File: src/logic/irq_pkg.sv
package irq_pkg;

   // source count and index width
   localparam int          NUM_SOURCES    = 22;
   localparam int          IDX_W          = 5;
   localparam int          BASIC_SRC_CNT  = 6;   // sources steered by basic regs
   localparam int          EXT_REG_W      = 8;   // extended enable/priority regs

   // vector layout: base plus index times eight
   localparam int          VEC_W          = 16;
   localparam logic [15:0] RESET_VECTOR   = 16'h0000;
   localparam logic [15:0] VEC_BASE       = 16'h0003;
   localparam int          VEC_STEP_SHIFT = 3;   // step of eight bytes

   // fixed priority-order indices of the sources this block touches
   localparam logic [4:0]  IDX_EXT0       = 5'h00;
   localparam logic [4:0]  IDX_TIMER0     = 5'h01;
   localparam logic [4:0]  IDX_EXT1       = 5'h02;
   localparam logic [4:0]  IDX_TIMER1     = 5'h03;
   localparam int          IDX_SERIAL0    = 4;
   localparam int          IDX_COUNTER    = 9;
   localparam int          IDX_EXT6       = 18;
   localparam int          IDX_EXT7       = 19;
   localparam int          IDX_SERIAL1    = 20;
   localparam int          IDX_CRYSTAL    = 21;
   localparam int          COUNTER_MODULES = 5;

   // bit position of the global enable in the basic enable register
   localparam int          GLOBAL_EN_BIT  = 7;

   // timing: one clock to detect; the core needs four for the call
   localparam int          DETECT_CYCLES  = 1;
   localparam int          CALL_CYCLES    = 4;

   // reset values
   localparam logic [1:0]  IN_SERVICE_RST = 2'b00;
   localparam logic [15:0] VECTOR_RST     = RESET_VECTOR;

   // handler sequence, gray coded along idle-call-idle-resume
   typedef enum logic [1:0] {
      ST_IDLE   = 2'b00,
      ST_CALL   = 2'b01,
      ST_RESUME = 2'b10
   } handler_state_t;

   // service address of a priority-order index
   function automatic logic [VEC_W-1:0] vector_of(
      input logic [IDX_W-1:0] idx);
      return VEC_BASE + {{(VEC_W-IDX_W-VEC_STEP_SHIFT){1'b0}}, idx,
                         {VEC_STEP_SHIFT{1'b0}}};
   endfunction

endpackage

File: src/logic/ext_irq_flag.sv
`timescale 1ns/1ps
// pending flag of one external interrupt input
module ext_irq_flag
   import irq_pkg::*;
(
   input  wire logic sys_clk_i,
   input  wire logic rst_n_i,
   input  wire logic pin_i,          // raw pin level, synchronous
   input  wire logic level_mode_i,   // 1: flag follows the pin
   input  wire logic active_high_i,  // 1: rising edge / high level active
   input  wire logic sw_set_i,       // software writes one
   input  wire logic sw_clr_i,       // software writes zero
   input  wire logic hw_clr_i,       // cleared as the core vectors
   output logic      pending_o
);

   logic pin_prev_q;   // last pin level for edge detection
   logic active_now;   // pin at its active level
   logic active_prev;  // pin was at its active level
   logic edge_seen;    // inactive-to-active transition

   assign active_now  = active_high_i ? pin_i : ~pin_i;
   assign active_prev = active_high_i ? pin_prev_q : ~pin_prev_q;
   assign edge_seen   = active_now & ~active_prev;

   // previous pin level; reset to idle-high is harmless for both senses
   always_ff @(posedge sys_clk_i) begin
      if (!rst_n_i) begin
         pin_prev_q <= 1'b1;
      end else begin
         pin_prev_q <= pin_i;
      end
   end

   // flag update: level tracks, edge latches with set winning over clear
   always_ff @(posedge sys_clk_i) begin
      if (!rst_n_i) begin
         pending_o <= 1'b0;
      end else if (level_mode_i) begin
         pending_o <= active_now;
      end else if (edge_seen || sw_set_i) begin
         pending_o <= 1'b1;
      end else if (hw_clr_i || sw_clr_i) begin
         pending_o <= 1'b0;
      end
   end

endmodule

File: src/logic/irq_priority_pick.sv
`timescale 1ns/1ps
// two-level arbitration with fixed order inside a level
module irq_priority_pick
   import irq_pkg::*;
#(
   parameter int N = NUM_SOURCES
)(
   input  wire logic [N-1:0]     req_i,        // gated requests
   input  wire logic [N-1:0]     high_i,       // per-source high priority
   input  wire logic             allow_low_i,  // low level may be taken
   input  wire logic             allow_high_i, // high level may be taken
   output logic                  valid_o,      // a winner exists
   output logic [IDX_W-1:0]      index_o,      // winner order index
   output logic                  high_o        // winner is high level
);

   // lowest set bit wins, so index 0 is favoured
   function automatic logic [IDX_W:0] first_set(input logic [N-1:0] v);
      logic [IDX_W:0] r;
      r = '0;
      for (int i = N - 1; i >= 0; i--) begin
         if (v[i]) begin
            r = {1'b1, IDX_W'(i)};
         end
      end
      return r;
   endfunction

   logic [IDX_W:0] hi_pick;  // found flag and index among high
   logic [IDX_W:0] lo_pick;  // found flag and index among low

   assign hi_pick = first_set(req_i & high_i & {N{allow_high_i}});
   assign lo_pick = first_set(req_i & ~high_i & {N{allow_low_i}});

   // level first, order second
   always_comb begin
      if (hi_pick[IDX_W]) begin
         valid_o = 1'b1;
         index_o = hi_pick[IDX_W-1:0];
         high_o  = 1'b1;
      end else begin
         valid_o = lo_pick[IDX_W];
         index_o = lo_pick[IDX_W-1:0];
         high_o  = 1'b0;
      end
   end

endmodule

File: src/logic/vectored_interrupt_handler.sv
`timescale 1ns/1ps
// Behaviour
// twenty-two sources, each one of two levels
// valid condition sets the source pending flag
// flags set regardless; disabled flags request nothing
// enabled pending source forces call after instruction
// core returns to next instruction on return
// global enable off masks every source
// each source has its own enable bit
// some flags cleared on vectoring, others by software
// flag still set after return re-enters later
// software writing one acts as real event
// ext 0/1 select low level or falling edge
// edge-mode ext 0/1 flag cleared on vectoring
// level-mode ext 0/1 flag follows the pin
// level source holds input until recognised
// ext 6/7 edge only with selectable polarity
// reset vector zero; sources from three step eight
// fixed order index 0..21, lower wins ties
// shared vectors for serial and counter array flags
// first six basic regs, rest extended regs
// high pre-empts low; high never pre-empted
// sample every clock; detect plus four-clock call
// equal or lower waits for return plus one
// request is flag and enable and global enable
module vectored_interrupt_handler
   import irq_pkg::*;
#(
   parameter int N = NUM_SOURCES
)(
   input  wire logic               sys_clk_i,
   input  wire logic               rst_n_i,
   // enable and priority registers, held by the core
   input  wire logic [7:0]         basic_enable_reg_i,
   input  wire logic [7:0]         extended_enable_reg_one_i,
   input  wire logic [7:0]         extended_enable_reg_two_i,
   input  wire logic [7:0]         basic_priority_reg_i,
   input  wire logic [7:0]         extended_priority_reg_one_i,
   input  wire logic [7:0]         extended_priority_reg_two_i,
   // external input configuration
   input  wire logic               ext0_trigger_select_i,
   input  wire logic               ext1_trigger_select_i,
   input  wire logic               ext6_polarity_i,
   input  wire logic               ext7_polarity_i,
   // external pins, synchronous to the clock
   input  wire logic               ext_irq0_n_i,
   input  wire logic               ext_irq1_n_i,
   input  wire logic               ext_irq6_i,
   input  wire logic               ext_irq7_i,
   // software writes of the four external flags: 0,1,6,7
   input  wire logic [3:0]         ext_flag_set_i,
   input  wire logic [3:0]         ext_flag_clr_i,
   // flags held inside peripherals
   input  wire logic [N-1:0]       periph_flag_i,
   input  wire logic               timer0_overflow_flag_i,
   input  wire logic               timer1_overflow_flag_i,
   input  wire logic               serial0_receive_flag_i,
   input  wire logic               serial0_transmit_flag_i,
   input  wire logic               serial1_receive_flag_i,
   input  wire logic               serial1_transmit_flag_i,
   input  wire logic               counter_array_overflow_flag_i,
   input  wire logic [4:0]         counter_module_match_flag_i,
   input  wire logic               crystal_valid_flag_i,
   // core handshake
   input  wire logic               instr_done_i,
   input  wire logic               return_from_interrupt_i,
   input  wire logic               call_done_i,
   // outputs to the core and peripherals
   output logic                    forced_long_call_o,
   output logic [VEC_W-1:0]        vector_addr_o,
   output logic                    in_service_high_o,
   output logic                    in_service_low_o,
   output logic                    timer0_overflow_clear_o,
   output logic                    timer1_overflow_clear_o,
   output logic                    ext0_pending_o,
   output logic                    ext1_pending_o,
   output logic                    ext6_pending_o,
   output logic                    ext7_pending_o
);

   // external input flags
   logic ext0_hw_clr;   // vectoring to ext0 in edge mode
   logic ext1_hw_clr;   // vectoring to ext1 in edge mode

   // ext0: trigger select one means falling edge, zero low level
   ext_irq_flag u_ext0 (
      .sys_clk_i     (sys_clk_i),
      .rst_n_i       (rst_n_i),
      .pin_i         (ext_irq0_n_i),
      .level_mode_i  (~ext0_trigger_select_i),
      .active_high_i (1'b0),
      .sw_set_i      (ext_flag_set_i[0]),
      .sw_clr_i      (ext_flag_clr_i[0]),
      .hw_clr_i      (ext0_hw_clr),
      .pending_o     (ext0_pending_o)
   );

   // ext1: same behaviour as ext0
   ext_irq_flag u_ext1 (
      .sys_clk_i     (sys_clk_i),
      .rst_n_i       (rst_n_i),
      .pin_i         (ext_irq1_n_i),
      .level_mode_i  (~ext1_trigger_select_i),
      .active_high_i (1'b0),
      .sw_set_i      (ext_flag_set_i[1]),
      .sw_clr_i      (ext_flag_clr_i[1]),
      .hw_clr_i      (ext1_hw_clr),
      .pending_o     (ext1_pending_o)
   );

   // ext6: edge only, polarity selectable, cleared by software only
   ext_irq_flag u_ext6 (
      .sys_clk_i     (sys_clk_i),
      .rst_n_i       (rst_n_i),
      .pin_i         (ext_irq6_i),
      .level_mode_i  (1'b0),
      .active_high_i (ext6_polarity_i),
      .sw_set_i      (ext_flag_set_i[2]),
      .sw_clr_i      (ext_flag_clr_i[2]),
      .hw_clr_i      (1'b0),
      .pending_o     (ext6_pending_o)
   );

   // ext7: as ext6
   ext_irq_flag u_ext7 (
      .sys_clk_i     (sys_clk_i),
      .rst_n_i       (rst_n_i),
      .pin_i         (ext_irq7_i),
      .level_mode_i  (1'b0),
      .active_high_i (ext7_polarity_i),
      .sw_set_i      (ext_flag_set_i[3]),
      .sw_clr_i      (ext_flag_clr_i[3]),
      .hw_clr_i      (1'b0),
      .pending_o     (ext7_pending_o)
   );

   // pending vector, enables and priorities
   logic [N-1:0] pending;    // one flag per source, shared ones merged
   logic [N-1:0] enable;     // per-source enable bits
   logic [N-1:0] high_prio;  // per-source priority bits
   logic         global_en;  // master enable

   // gather pending flags; peripherals keep their own flags
   always_comb begin
      pending                    = periph_flag_i;
      pending[IDX_EXT0]          = ext0_pending_o;
      pending[IDX_TIMER0]        = timer0_overflow_flag_i;
      pending[IDX_EXT1]          = ext1_pending_o;
      pending[IDX_TIMER1]        = timer1_overflow_flag_i;
      // shared vectors: any member flag requests
      pending[IDX_SERIAL0]       = serial0_receive_flag_i |
                                   serial0_transmit_flag_i;
      pending[IDX_COUNTER]       = counter_array_overflow_flag_i |
                                   (|counter_module_match_flag_i);
      pending[IDX_SERIAL1]       = serial1_receive_flag_i |
                                   serial1_transmit_flag_i;
      pending[IDX_EXT6]          = ext6_pending_o;
      pending[IDX_EXT7]          = ext7_pending_o;
      pending[IDX_CRYSTAL]       = crystal_valid_flag_i;
   end

   // first six from basic regs, then the extended pair bit for bit
   assign enable    = {extended_enable_reg_two_i,
                       extended_enable_reg_one_i,
                       basic_enable_reg_i[BASIC_SRC_CNT-1:0]};
   assign high_prio = {extended_priority_reg_two_i,
                       extended_priority_reg_one_i,
                       basic_priority_reg_i[BASIC_SRC_CNT-1:0]};
   assign global_en = basic_enable_reg_i[GLOBAL_EN_BIT];

   // detect stage: requests sampled every clock
   logic [N-1:0] req_q;  // registered gated requests

   // a disabled flag stays pending but never reaches the arbiter
   always_ff @(posedge sys_clk_i) begin
      if (!rst_n_i) begin
         req_q <= '0;
      end else begin
         req_q <= pending & enable & {N{global_en}};
      end
   end

   // arbitration against the routines in progress
   logic             win_valid;  // a request may be taken
   logic [IDX_W-1:0] win_index;  // its order index
   logic             win_high;   // its level
   logic             allow_low;  // no routine at all in progress
   logic             allow_high; // no high routine in progress

   // high never pre-empted; low only by high
   assign allow_high = ~in_service_high_o;
   assign allow_low  = ~in_service_high_o & ~in_service_low_o;

   irq_priority_pick #(
      .N (N)
   ) u_pick (
      .req_i        (req_q),
      .high_i       (high_prio),
      .allow_low_i  (allow_low),
      .allow_high_i (allow_high),
      .valid_o      (win_valid),
      .index_o      (win_index),
      .high_o       (win_high)
   );

   // sequencing of the forced call
   handler_state_t state_q;  // sequence state
   handler_state_t state_d;  // next sequence state
   logic           take;     // winner accepted at this boundary

   // a take needs an instruction boundary; the boundary of the return
   // itself is skipped, so one more instruction runs first
   always_comb begin
      state_d = state_q;
      take    = 1'b0;
      case (state_q)
         ST_IDLE: begin
            if (instr_done_i && return_from_interrupt_i) begin
               state_d = ST_RESUME;
            end else if (instr_done_i && win_valid) begin
               take    = 1'b1;
               state_d = ST_CALL;
            end
         end
         ST_CALL: begin
            // the core spends its four clocks on the call here
            if (call_done_i) begin
               state_d = ST_IDLE;
            end
         end
         ST_RESUME: begin
            // the instruction after the return has now completed
            if (instr_done_i && return_from_interrupt_i) begin
               state_d = ST_RESUME;
            end else if (instr_done_i && win_valid) begin
               take    = 1'b1;
               state_d = ST_CALL;
            end else if (instr_done_i) begin
               state_d = ST_IDLE;
            end
         end
         default: begin
            state_d = ST_IDLE;
         end
      endcase
   end

   // state register
   always_ff @(posedge sys_clk_i) begin
      if (!rst_n_i) begin
         state_q <= ST_IDLE;
      end else begin
         state_q <= state_d;
      end
   end

   // call request and its address; address resets to the reset vector and keeps the last vector after a call
   always_ff @(posedge sys_clk_i) begin
      if (!rst_n_i) begin
         forced_long_call_o <= 1'b0;
         vector_addr_o      <= VECTOR_RST;
      end else if (take) begin
         forced_long_call_o <= 1'b1;
         vector_addr_o      <= vector_of(win_index);
      end else if (state_q == ST_CALL && call_done_i) begin
         forced_long_call_o <= 1'b0;
      end
   end

   // routines in progress, one bit per level
   // a return closes the highest level open; a take opens its level
   always_ff @(posedge sys_clk_i) begin
      if (!rst_n_i) begin
         {in_service_high_o, in_service_low_o} <= IN_SERVICE_RST;
      end else if (take) begin
         if (win_high) begin
            in_service_high_o <= 1'b1;
         end else begin
            in_service_low_o  <= 1'b1;
         end
      end else if (instr_done_i && return_from_interrupt_i) begin
         if (in_service_high_o) begin
            in_service_high_o <= 1'b0;
         end else begin
            in_service_low_o  <= 1'b0;
         end
      end
   end

   // flags cleared by hardware on vectoring
   // edge-mode ext 0/1 flags only; level flags follow the pin
   assign ext0_hw_clr = take && win_index == IDX_EXT0 &&
                        ext0_trigger_select_i;
   assign ext1_hw_clr = take && win_index == IDX_EXT1 &&
                        ext1_trigger_select_i;

   // timer flags live in the timer; tell it with a one-cycle pulse.
   // every flag other than these and the edge-mode ext 0/1 flags is left for the routine to clear
   always_ff @(posedge sys_clk_i) begin
      if (!rst_n_i) begin
         timer0_overflow_clear_o <= 1'b0;
         timer1_overflow_clear_o <= 1'b0;
      end else begin
         timer0_overflow_clear_o <= take && win_index == IDX_TIMER0;
         timer1_overflow_clear_o <= take && win_index == IDX_TIMER1;
      end
   end

endmodule

File: config.mk
export PLATFORM = sky130hd
export DESIGN_NAME = vectored_interrupt_handler
export DESIGN_NICKNAME = d
export VERILOG_FILES = /design/src/logic/irq_pkg.sv /design/src/logic/ext_irq_flag.sv /design/src/logic/irq_priority_pick.sv /design/src/logic/vectored_interrupt_handler.sv
export SDC_FILE = /design/constraint.sdc
export NUM_CORES = 1
export LEC_CHECK = 0
export BUFFER_PORTS_ARGS = -buffer_cell sky130_fd_sc_hd__buf_2
export CAP_MARGIN = 20
export CORE_MARGIN = 2
export CORE_UTILIZATION = 41
export DETAILED_ROUTE_END_ITERATION = 8
export PLACE_DENSITY = 0.76
export SYNTH_ARGS = -nofsm -noshare
export SYNTH_HDL_FRONTEND = slang
export SYNTH_SLANG_ARGS = --single-unit
File: constraint.sdc
create_clock -name sys_clk_i -period 1.8 [get_ports sys_clk_i]
set_input_delay 0.09 -clock sys_clk_i [delete_from_list [all_inputs] [get_ports sys_clk_i]]
set_output_delay 0.09 -clock sys_clk_i [all_outputs]
set_load 0.02 [all_outputs]
==> impl_metrics.yaml, run 1 <==
outcome:
  outcome: "finished, violations left"
  violations: "setup timing"
floorplanning:
  io_pins: 129
  die_w_um: 81.9
  core_mm2: 0.00589
  die_area_mm2: 0.00670
  die_y_um: 81.9
  rows: 28
  start_util: 0.422
synth:
  ys_seq_elements: 43
  yosysSeqAreaShare: 0.346
  synth_cells: 288
  synth_cell_types: 56
  synth_flop_cell: "dfxtp_1"
  yosysWarnings: 0
  synthArstFlopShare: 0
  synth_edf_count: 0
  syn_area_mm2: 0.00249
  postSynthAreaPerCell_um2: 8.63
critical_path:
  crit_path_cell_trace: "buf_4 > buf_4 > nor4_1 > nor3_1 > o31a_1 > o22a_1 > nor3_2"
  end_kind: "flip-flop"
  path_buf_inv: 2
  crit_top_cell: "buf_4"
  slowest_delay_ps: 390
  crit_type: "reg2reg"
  crit_family: "compound AO/OA/AOI/OAI gates"
  worstPathMaxFanout: 9
  cp.required_ps: 2030
  worstSetupStartpointType: "flip-flop"
  critPathArrivalTime_ps: 2040
  critPathSlowestCell: "dfxtp_4"
finish:
  seq_area_um2: 875
  nFillCells: 519
  final_util: 0.631
  layout-drive-gt1-share: 0.473
  areaGrowthSynthToFinish_pct: 49.4
  top_register: "req_q"
  top_regs: "req_q x22, vector_addr_o x6, state_q x2"
  layout_commonest_cell: "buf_2"
  multiInputGateArea_mm2: 0.00169
  largest_reg_flops: 22
  fin_nets: 547
  layout_common_cells: "buf_2 (106), buf_4 (43), dfxtp_1 (38)"
  diodes: 0
clocking:
  clkTransAtPathRegs_ps: 90
  cts_tree: "done"
  cts_buffer_depth: 2
  numCtsBuffers: 5
  clk_latency_ps: 300
  clockRootBuffer: "clkbuf_8"
  htree_num_levels: 2
  clock-sinks: 43
sta:
  finalSetupViolCount: 2
  tns_ps: -12.1
  maxSlewHeadroom: 0.543
  tightest_slew_ps: 685
  fin_ws_ps: -10.7
  period_minus_slack_ps: 1810
  rsz0062_at_grt: "true"
  drv_slew: 0
  max_freq_ghz: 0.552
  hold_viol: 0
  fin_crit_sh: 1.01
  skew_ps: 6.34
detailed_routing:
  vias: 2755
  drt-total-wl_um: 7300
  drt-initial-drc-count: 141
  drc: 0
  final_antenna_net_count: 0
  wire_per_inst_um: 14.1
  first_pass_iters: 4
  routed_via_density: 5.31
pwr:
  pwr_density_cell_mw_per_mm2: 649
  ir_worst_vdd_uv: 488
  leakage_nw: 1.76
global_routing:
  gr-total-overflow: 0
  antenna_found_initial: 0
  track_usage: 0.214
  grt_max_degree: 23
  grt_pass1_wl_um: 11200
  grt_pass1_vias: 2546
hold_path:
  hp-class: "in2reg"
place:
  post-dp-hpwl_um: 5790
  portBuffers: 106
  gp_congestion: 0.917
flow_run:
  drv_cap: 0
## power by group
part / internal [W] / leakage (nW) / switching, W
logic: 0.000358 / 1.36 / 0.000355
clock network: 0.000314 / 0.0474 / 0.000350
registers: 0.000995 / 0.355 / 0.0000379
## cell type report
class,count,share of cell area
Multi-Input combinational cell,230,0.454
Timing Repair Buffer,157,0.253
Sequential cell,43,0.235
Tap cell,75,0.0253
Clock buffer,6,0.0222
Inverter,6,0.00606
Clock inverter,2,0.00438
## metrics by stage
step / worst slack [ps] / hold slack, ps / std cells / total power, W / area [um2]
3_3_place_gp: -122 / 291 / 502 / 0.00164 / 3340
5_1_grt: -75.0 / 10.6 / 519 / 0.00252 / 3710
6_report: -10.7 / 12.7 / 519 / 0.00241 / 3710
3_5_place_dp: -145 / 296 / 502 / 0.00165 / 3340
4_1_cts: -3.27 / 3.74 / 516 / 0.00236 / 3560
2_1_floorplan: 5.88 / 191 / 296 / 0.00138 / 2520
## Yosys cell counts, drive strengths merged (2+ instances only)
master	count	area [um2]
nand2b	17	106
inv	6	22.5
nand3	6	30.0
a211oi	2	15.0
a21o	2	15.0
buf	12	97.6
nor3b	2	15.0
o211ai	4	30.0
nor2	14	55.1
nor3	8	45.0
a32o	3	30.0
a221oi	2	17.5
nor2b	20	125
a22o	2	17.5
nor4	2	27.5
a21oi	18	90.1
and2	5	31.3
o21ai	16	80.1
o211a	3	30.0
o41ai	3	41.3
nand2	26	97.6
a22oi	9	129
o21a	5	37.5
a31oi	3	33.8
a21boi	2	15.0
dfxtp	43	861
a32oi	2	17.5
a41oi	8	85.1
o31a	3	26.3
or2	2	15.0
clkbuf	5	18.8
and3	20	125
## path summary, 6_finish.rpt
| kind | startpoint | end | slack (ps) | cells after the start |
|---|---|---|---|---|
| min | extended_enable_reg_two_i[2] | req_q[16] | 10 | 2 |
| max | in_service_high_o | timer1_overflow_clear_o | -10 | 7 |
| min reg2reg | vector_addr_o[1] | vector_addr_o[1] | 490 | 1 |
| max reg2reg | in_service_high_o | timer1_overflow_clear_o | -10 | 7 |
## kinds of logic after synthesis
logic type	share of synthesized area
other cells	0.00151
buf+inv	0.0559
flops	0.346
simple gates	0.283
compound gates	0.313
## layer usage
layer | wire length [um] | up-vias | GRT usage
li1 | - | 1365 | -
met4 | 55 | 0 | 0.0633
met5 | 0 | - | 0
met2 | 3510 | 106 | 0.364
met1 | 3290 | 1277 | 0.275
met3 | 454 | 7 | 0.0407
## worst register-to-register path: stages, from the launching register on
cell,delay (ps)
dfxtp_4,390
buf_4,160
buf_4,140
nor4_1,270
nor3_1,90
o31a_1,280
o22a_1,250
nor3_2,170
## what timing repair did
action,4_1_cts,5_1_grt
hold buffers,3,0
hold endpoints to repair,3,0
pin swaps,3,10
gates resized for setup,14,29
setup endpoints to repair,13,13
buffers inserted,3,3
Power figures use the tool's default switching activity.
==> inputs of run 2 (changes only) <==
- CORE_ASPECT_RATIO: not set -> 1.4
==> run 2 against run 1 <==
The flow now finishes without violations. Register-to-register slack is essentially flat. Sequential power about the same. Cell count is 1.7% lower. Clock power is 12% higher. Largest power group unchanged. Worst hold slack got worse by 1.3 ps. Fmax increased by 0.60%. Sequential share of layout area is 0.15 points lower. Largest cell class unchanged. Global-route usage decreased by 0.53 points.
==> impl_metrics.yaml, run 2 (synthesis results as in run 1) <==
sta:
  fin_crit_sh: 1.00
  rsz0062_at_grt: "true"
  fin_ws_ps: 0.0473
  finalSetupViolCount: 0
  hold_viol: 0
  skew_ps: 6.85
  drv_slew: 0
  max_freq_ghz: 0.556
  period_minus_slack_ps: 1800
floorplanning:
  core_mm2: 0.00586
  die_area_mm2: 0.00671
  die_w_um: 69.8
  die_y_um: 96.1
  start_util: 0.424
  rows: 33
  io_pins: 129
finish:
  final_util: 0.639
  areaGrowthSynthToFinish_pct: 50.8
  fin_nets: 544
  layout-drive-gt1-share: 0.482
  top_regs: "req_q x22, vector_addr_o x6, state_q x2"
  nFillCells: 514
  layout_commonest_cell: "buf_2"
  diodes: 0
  layout.cells.non_filler: 510
  largest_reg_flops: 22
  top_register: "req_q"
  layout_common_cells: "buf_2 (106), buf_4 (41), dfxtp_1 (34)"
  design_area_mm2: 0.00375
critical_path:
  worstSetupStartpointType: "flip-flop"
  crit_path_cell_trace: "a22oi_4 > a31oi_4 > nor4_4 > buf_4 > o311ai_2 > o22a_1 > a41oi_2"
  crit_family: "compound AO/OA/AOI/OAI gates"
  slowest_delay_ps: 370
  crit_type: "reg2reg"
  reg2reg_slack_ps: 0.05
  crit_start: "req_q[20]"
  worstPathMaxFanout: 4
  end_kind: "flip-flop"
  critPathSlowestCell: "dfxtp_4"
  reg2reg_depth: 7
  cp.required_ps: 2020
  critPathArrivalTime_ps: 2020
  timing.rr.start: "req_q[20]"
  rr_endpoint: "u_ext0.pending_o"
  path_buf_inv: 1
place:
  post-dp-hpwl_um: 5580
  gp_congestion: 0.949
  portBuffers: 106
  post_dp_cell_area_mm2: 0.00331
  placed_cells: 490
  pre_cts_ws_ps: -162
clocking:
  cts_buffer_depth: 2
  clk_latency_ps: 290
  clkTransAtPathRegs_ps: 90
  numCtsBuffers: 5
  clock-sinks: 43
  clockRootBuffer: "clkbuf_8"
  htree_num_levels: 2
  cts_tree: "done"
detailed_routing:
  drt-total-wl_um: 7230
  drt-initial-drc-count: 127
  wire_per_inst_um: 14.2
  drc: 0
  first_pass_iters: 4
  routed_via_density: 5.41
  final_antenna_net_count: 0
  vias: 2758
pwr:
  pwr_density_cell_mw_per_mm2: 663
  leakage_nw: 1.76
  ir_worst_vdd_uv: 381
  power_w: 0.00249
global_routing:
  antenna_found_initial: 0
  grt_max_degree: 21
  gr-total-overflow: 0
  grt_pass1_wl_um: 11300
  track_usage: 0.209
  grt_pass1_vias: 2672
flow_run:
  drv_cap: 0
outcome:
  outcome: "finished clean"
hold_path:
  hold_start: "extended_enable_reg_one_i[2]"
  hp-class: "in2reg"
  hold_path_depth: 2
  holdPathEnd: "req_q[8]"
[run 2: cell types whose count changed in the layout (fill, tap and decap cells not counted), sizes merged]
cell and change:
buf -3, clkinv -1, clkbuf -1, bufinv +1
[run 2: layout make-up]
class	instances	area, um2	area share
clock buffers	5	68.8	0.0184
inverters	6	22.5	0.00601
clock inverters	2	37.5	0.0100
well taps	70	87.6	0.0234
multi-input cells	230	1720	0.460
flip-flops and latches	43	877	0.234
repair buffers	154	931	0.248
[run 2: layer usage]
layer / share of wire / track usage
met3: 0.050 / 0.0387
met5: 0 / 0
met2: 0.54 / 0.403
met4: 0.018 / 0.0801
met1: 0.39 / 0.225
[run 2: what timing repair did]
| action | in CTS | in global routing |
|---|---|---|
| buffers inserted | 6 | 4 |
| gates resized for setup | 12 | 36 |
| setup endpoints to repair | 13 | 14 |
| gates cloned | 0 | 0 |
| hold endpoints to repair | 3 | 0 |
| pin swaps | 9 | 22 |
| hold buffers | 3 | 0 |
[run 2: worst max-delay path by stage]
stage | cells after the start | end | slack [ps]
floorplan | 6 | vector_addr_o[6] | 6
global placement | 7 | vector_addr_o[3] | -70
detailed placement | 6 | u_ext0.pending_o | -160
CTS | 7 | u_ext1.pending_o | -30
global route | 7 | u_ext0.pending_o | -70
finish | 7 | u_ext0.pending_o | 0.05
[run 2: stage by stage]
step           hold slack, ps  setup TNS [ps]
3_5_place_dp              291            -886
2_1_floorplan             191               0
4_1_cts                  6.29            -148
3_3_place_gp              288            -569
6_report                 11.4               0
5_1_grt                  6.65            -305
[run 2: report_power, final]
part           internal [W]  switching, W  leakage (nW)
Clock              0.000406      0.000337        0.0502
Combinational      0.000356      0.000357          1.35
Sequential         0.000996     0.0000348         0.357
Total               0.00176      0.000729          1.76
==> inputs of run 3 (changes only) <==
- CORE_ASPECT_RATIO: 1.4 -> not set
- CORE_UTILIZATION: 41 -> 49
- PLACE_DENSITY: 0.76 -> 0.86
- clock period: 1.8 -> 2.3 ns (I/O delays scaled with it)
==> run 3 against run 2 <==
Clock skew grew 0.68 ps. Sequential share of layout area grew 4.1 points. Critical path depth shrank 1. Setup slack gained 190 ps. Count of clock-buffer cells in the layout grew 1. Worst hold slack gained 6.0 ps. Combinational power shrank 43%. Final area shrank 16%. Register-to-register slack gained 190 ps. Total power shrank 30%. Highest routed layer unchanged.
==> impl_metrics.yaml, run 3 (synthesis results as in run 1) <==
floorplanning:
  die_area_mm2: 0.00566
  die_w_um: 75.2
  core_mm2: 0.00482
  die_y_um: 75.2
  start_util: 0.516
  rows: 25
  io_pins: 129
clocking:
  numCtsBuffers: 5
  clk_latency_ps: 300
  cts_tree: "done"
  postCtsResizedCells: 0
  htree_num_levels: 2
  clock-sinks: 43
  cts_setup_buffers: 0
  cts_hold_buf: 0
  cts_buffer_depth: 2
  clockRootBuffer: "clkbuf_8"
  clkTransAtPathRegs_ps: 80
finish:
  diodes: 0
  nFillCells: 430
  top_regs: "req_q x22, vector_addr_o x6, state_q x2"
  areaGrowthSynthToFinish_pct: 26.1
  layout-drive-gt1-share: 0.341
  largest_reg_flops: 22
  layout_common_cells: "buf_2 (106), dfxtp_1 (43), nand2_1 (26)"
  top_register: "req_q"
  layout_commonest_cell: "buf_2"
  fin_nets: 499
  multiInputGateArea_mm2: 0.00152
  seq_area_um2: 861
detailed_routing:
  wire_per_inst_um: 13.8
  drt-total-wl_um: 6390
  vias: 2517
  final_antenna_net_count: 0
  drc: 0
  routed_via_density: 5.44
  drt-initial-drc-count: 83
  first_pass_iters: 4
global_routing:
  antenna_found_initial: 0
  grt_pass1_wl_um: 10500
  gr-total-overflow: 0
  track_usage: 0.241
  grt_max_degree: 23
  grt_pass1_vias: 2369
place:
  post-dp-hpwl_um: 5250
  gp_congestion: 0.926
  pre_cts_ws_ps: 229
  portBuffers: 106
critical_path:
  cp.required_ps: 2530
  crit_type: "reg2reg"
  worstPathMaxFanout: 13
  path_buf_inv: 0
  critPathSlowestCell: "a41oi_2"
  crit_family: "compound AO/OA/AOI/OAI gates"
  worstSetupStartpointType: "flip-flop"
  crit_path_cell_trace: "or2_4 > a41oi_1 > nor2_1 > a41oi_2 > o211ai_1 > a21boi_1"
  slowest_delay_ps: 550
  critPathArrivalTime_ps: 2340
  end_kind: "flip-flop"
sta:
  hold_viol: 0
  max_freq_ghz: 0.474
  tns_ps: 0
  period_minus_slack_ps: 2110
  drv_slew: 0
  maxSlewHeadroom: 0.566
  tightest_slew_ps: 651
  fin_crit_sh: 0.916
  skew_ps: 7.53
  finalSetupViolCount: 0
  fin_ws_ps: 192
  rsz0062_at_grt: "false"
pwr:
  pwr-share-comb: 0.236
  p_clk_frac: 0.298
  seq_power_share: 0.467
  leakage_nw: 1.48
  p_int_w: 0.00121
  switching_share: 0.303
  switchingPower_w: 0.000526
  ir_worst_vdd_uv: 380
  pwr_density_cell_mw_per_mm2: 553
hold_path:
  hp-class: "in2reg"
flow_run:
  drv_cap: 0
outcome:
  outcome: "finished clean"
## run 3: path summary, 6_finish.rpt
check	startpoint	endpoint	slack, ps	cells past startpoint
worst max-delay path	in_service_high_o	vector_addr_o[7]	190	6
worst min-delay path	ext_irq0_n_i	u_ext0.pin_prev_q	20	2
worst max register to register	in_service_high_o	vector_addr_o[7]	190	6
worst min register to register	vector_addr_o[7]	vector_addr_o[7]	480	2
## run 3: metal layers
layer,up-vias,GRT usage,share of wire
met3,7,0.0455,0.070
met1,1139,0.304,0.45
met4,0,0.0643,0.011
met5,-,0,0
li1,1271,-,-
met2,100,0.423,0.47
## run 3: cell type report
class	instances	share of cell area
timing repair buffer	109	0.176
clock buffer	6	0.0263
inverter	6	0.00718
clock inverter	2	0.00519
sequential	43	0.275
tap	67	0.0267
multi-input combinational	230	0.484
## run 3: stage by stage
stage	instance area, um2	util	total power [W]	std cells	hold slack [ps]
floorplan	2520	-	0.00108	296	216
global placement	3040	0.630	0.00122	455	312
detailed placement	3040	0.630	0.00123	455	318
CTS	3140	0.651	0.00175	463	7.03
global route	3140	0.651	0.00182	463	15.6
finish	3140	0.651	0.00173	463	17.4
## run 3: power by group through the flow
stage | clock network, W | registers, W | logic [W]
floorplan | 0 | 0.000844 | 0.000237
global placement | 0 | 0.000824 | 0.000398
detailed placement | 0 | 0.000826 | 0.000406
CTS | 0.000531 | 0.000809 | 0.000407
global route | 0.000557 | 0.000814 | 0.000451
finish | 0.000517 | 0.000809 | 0.000409
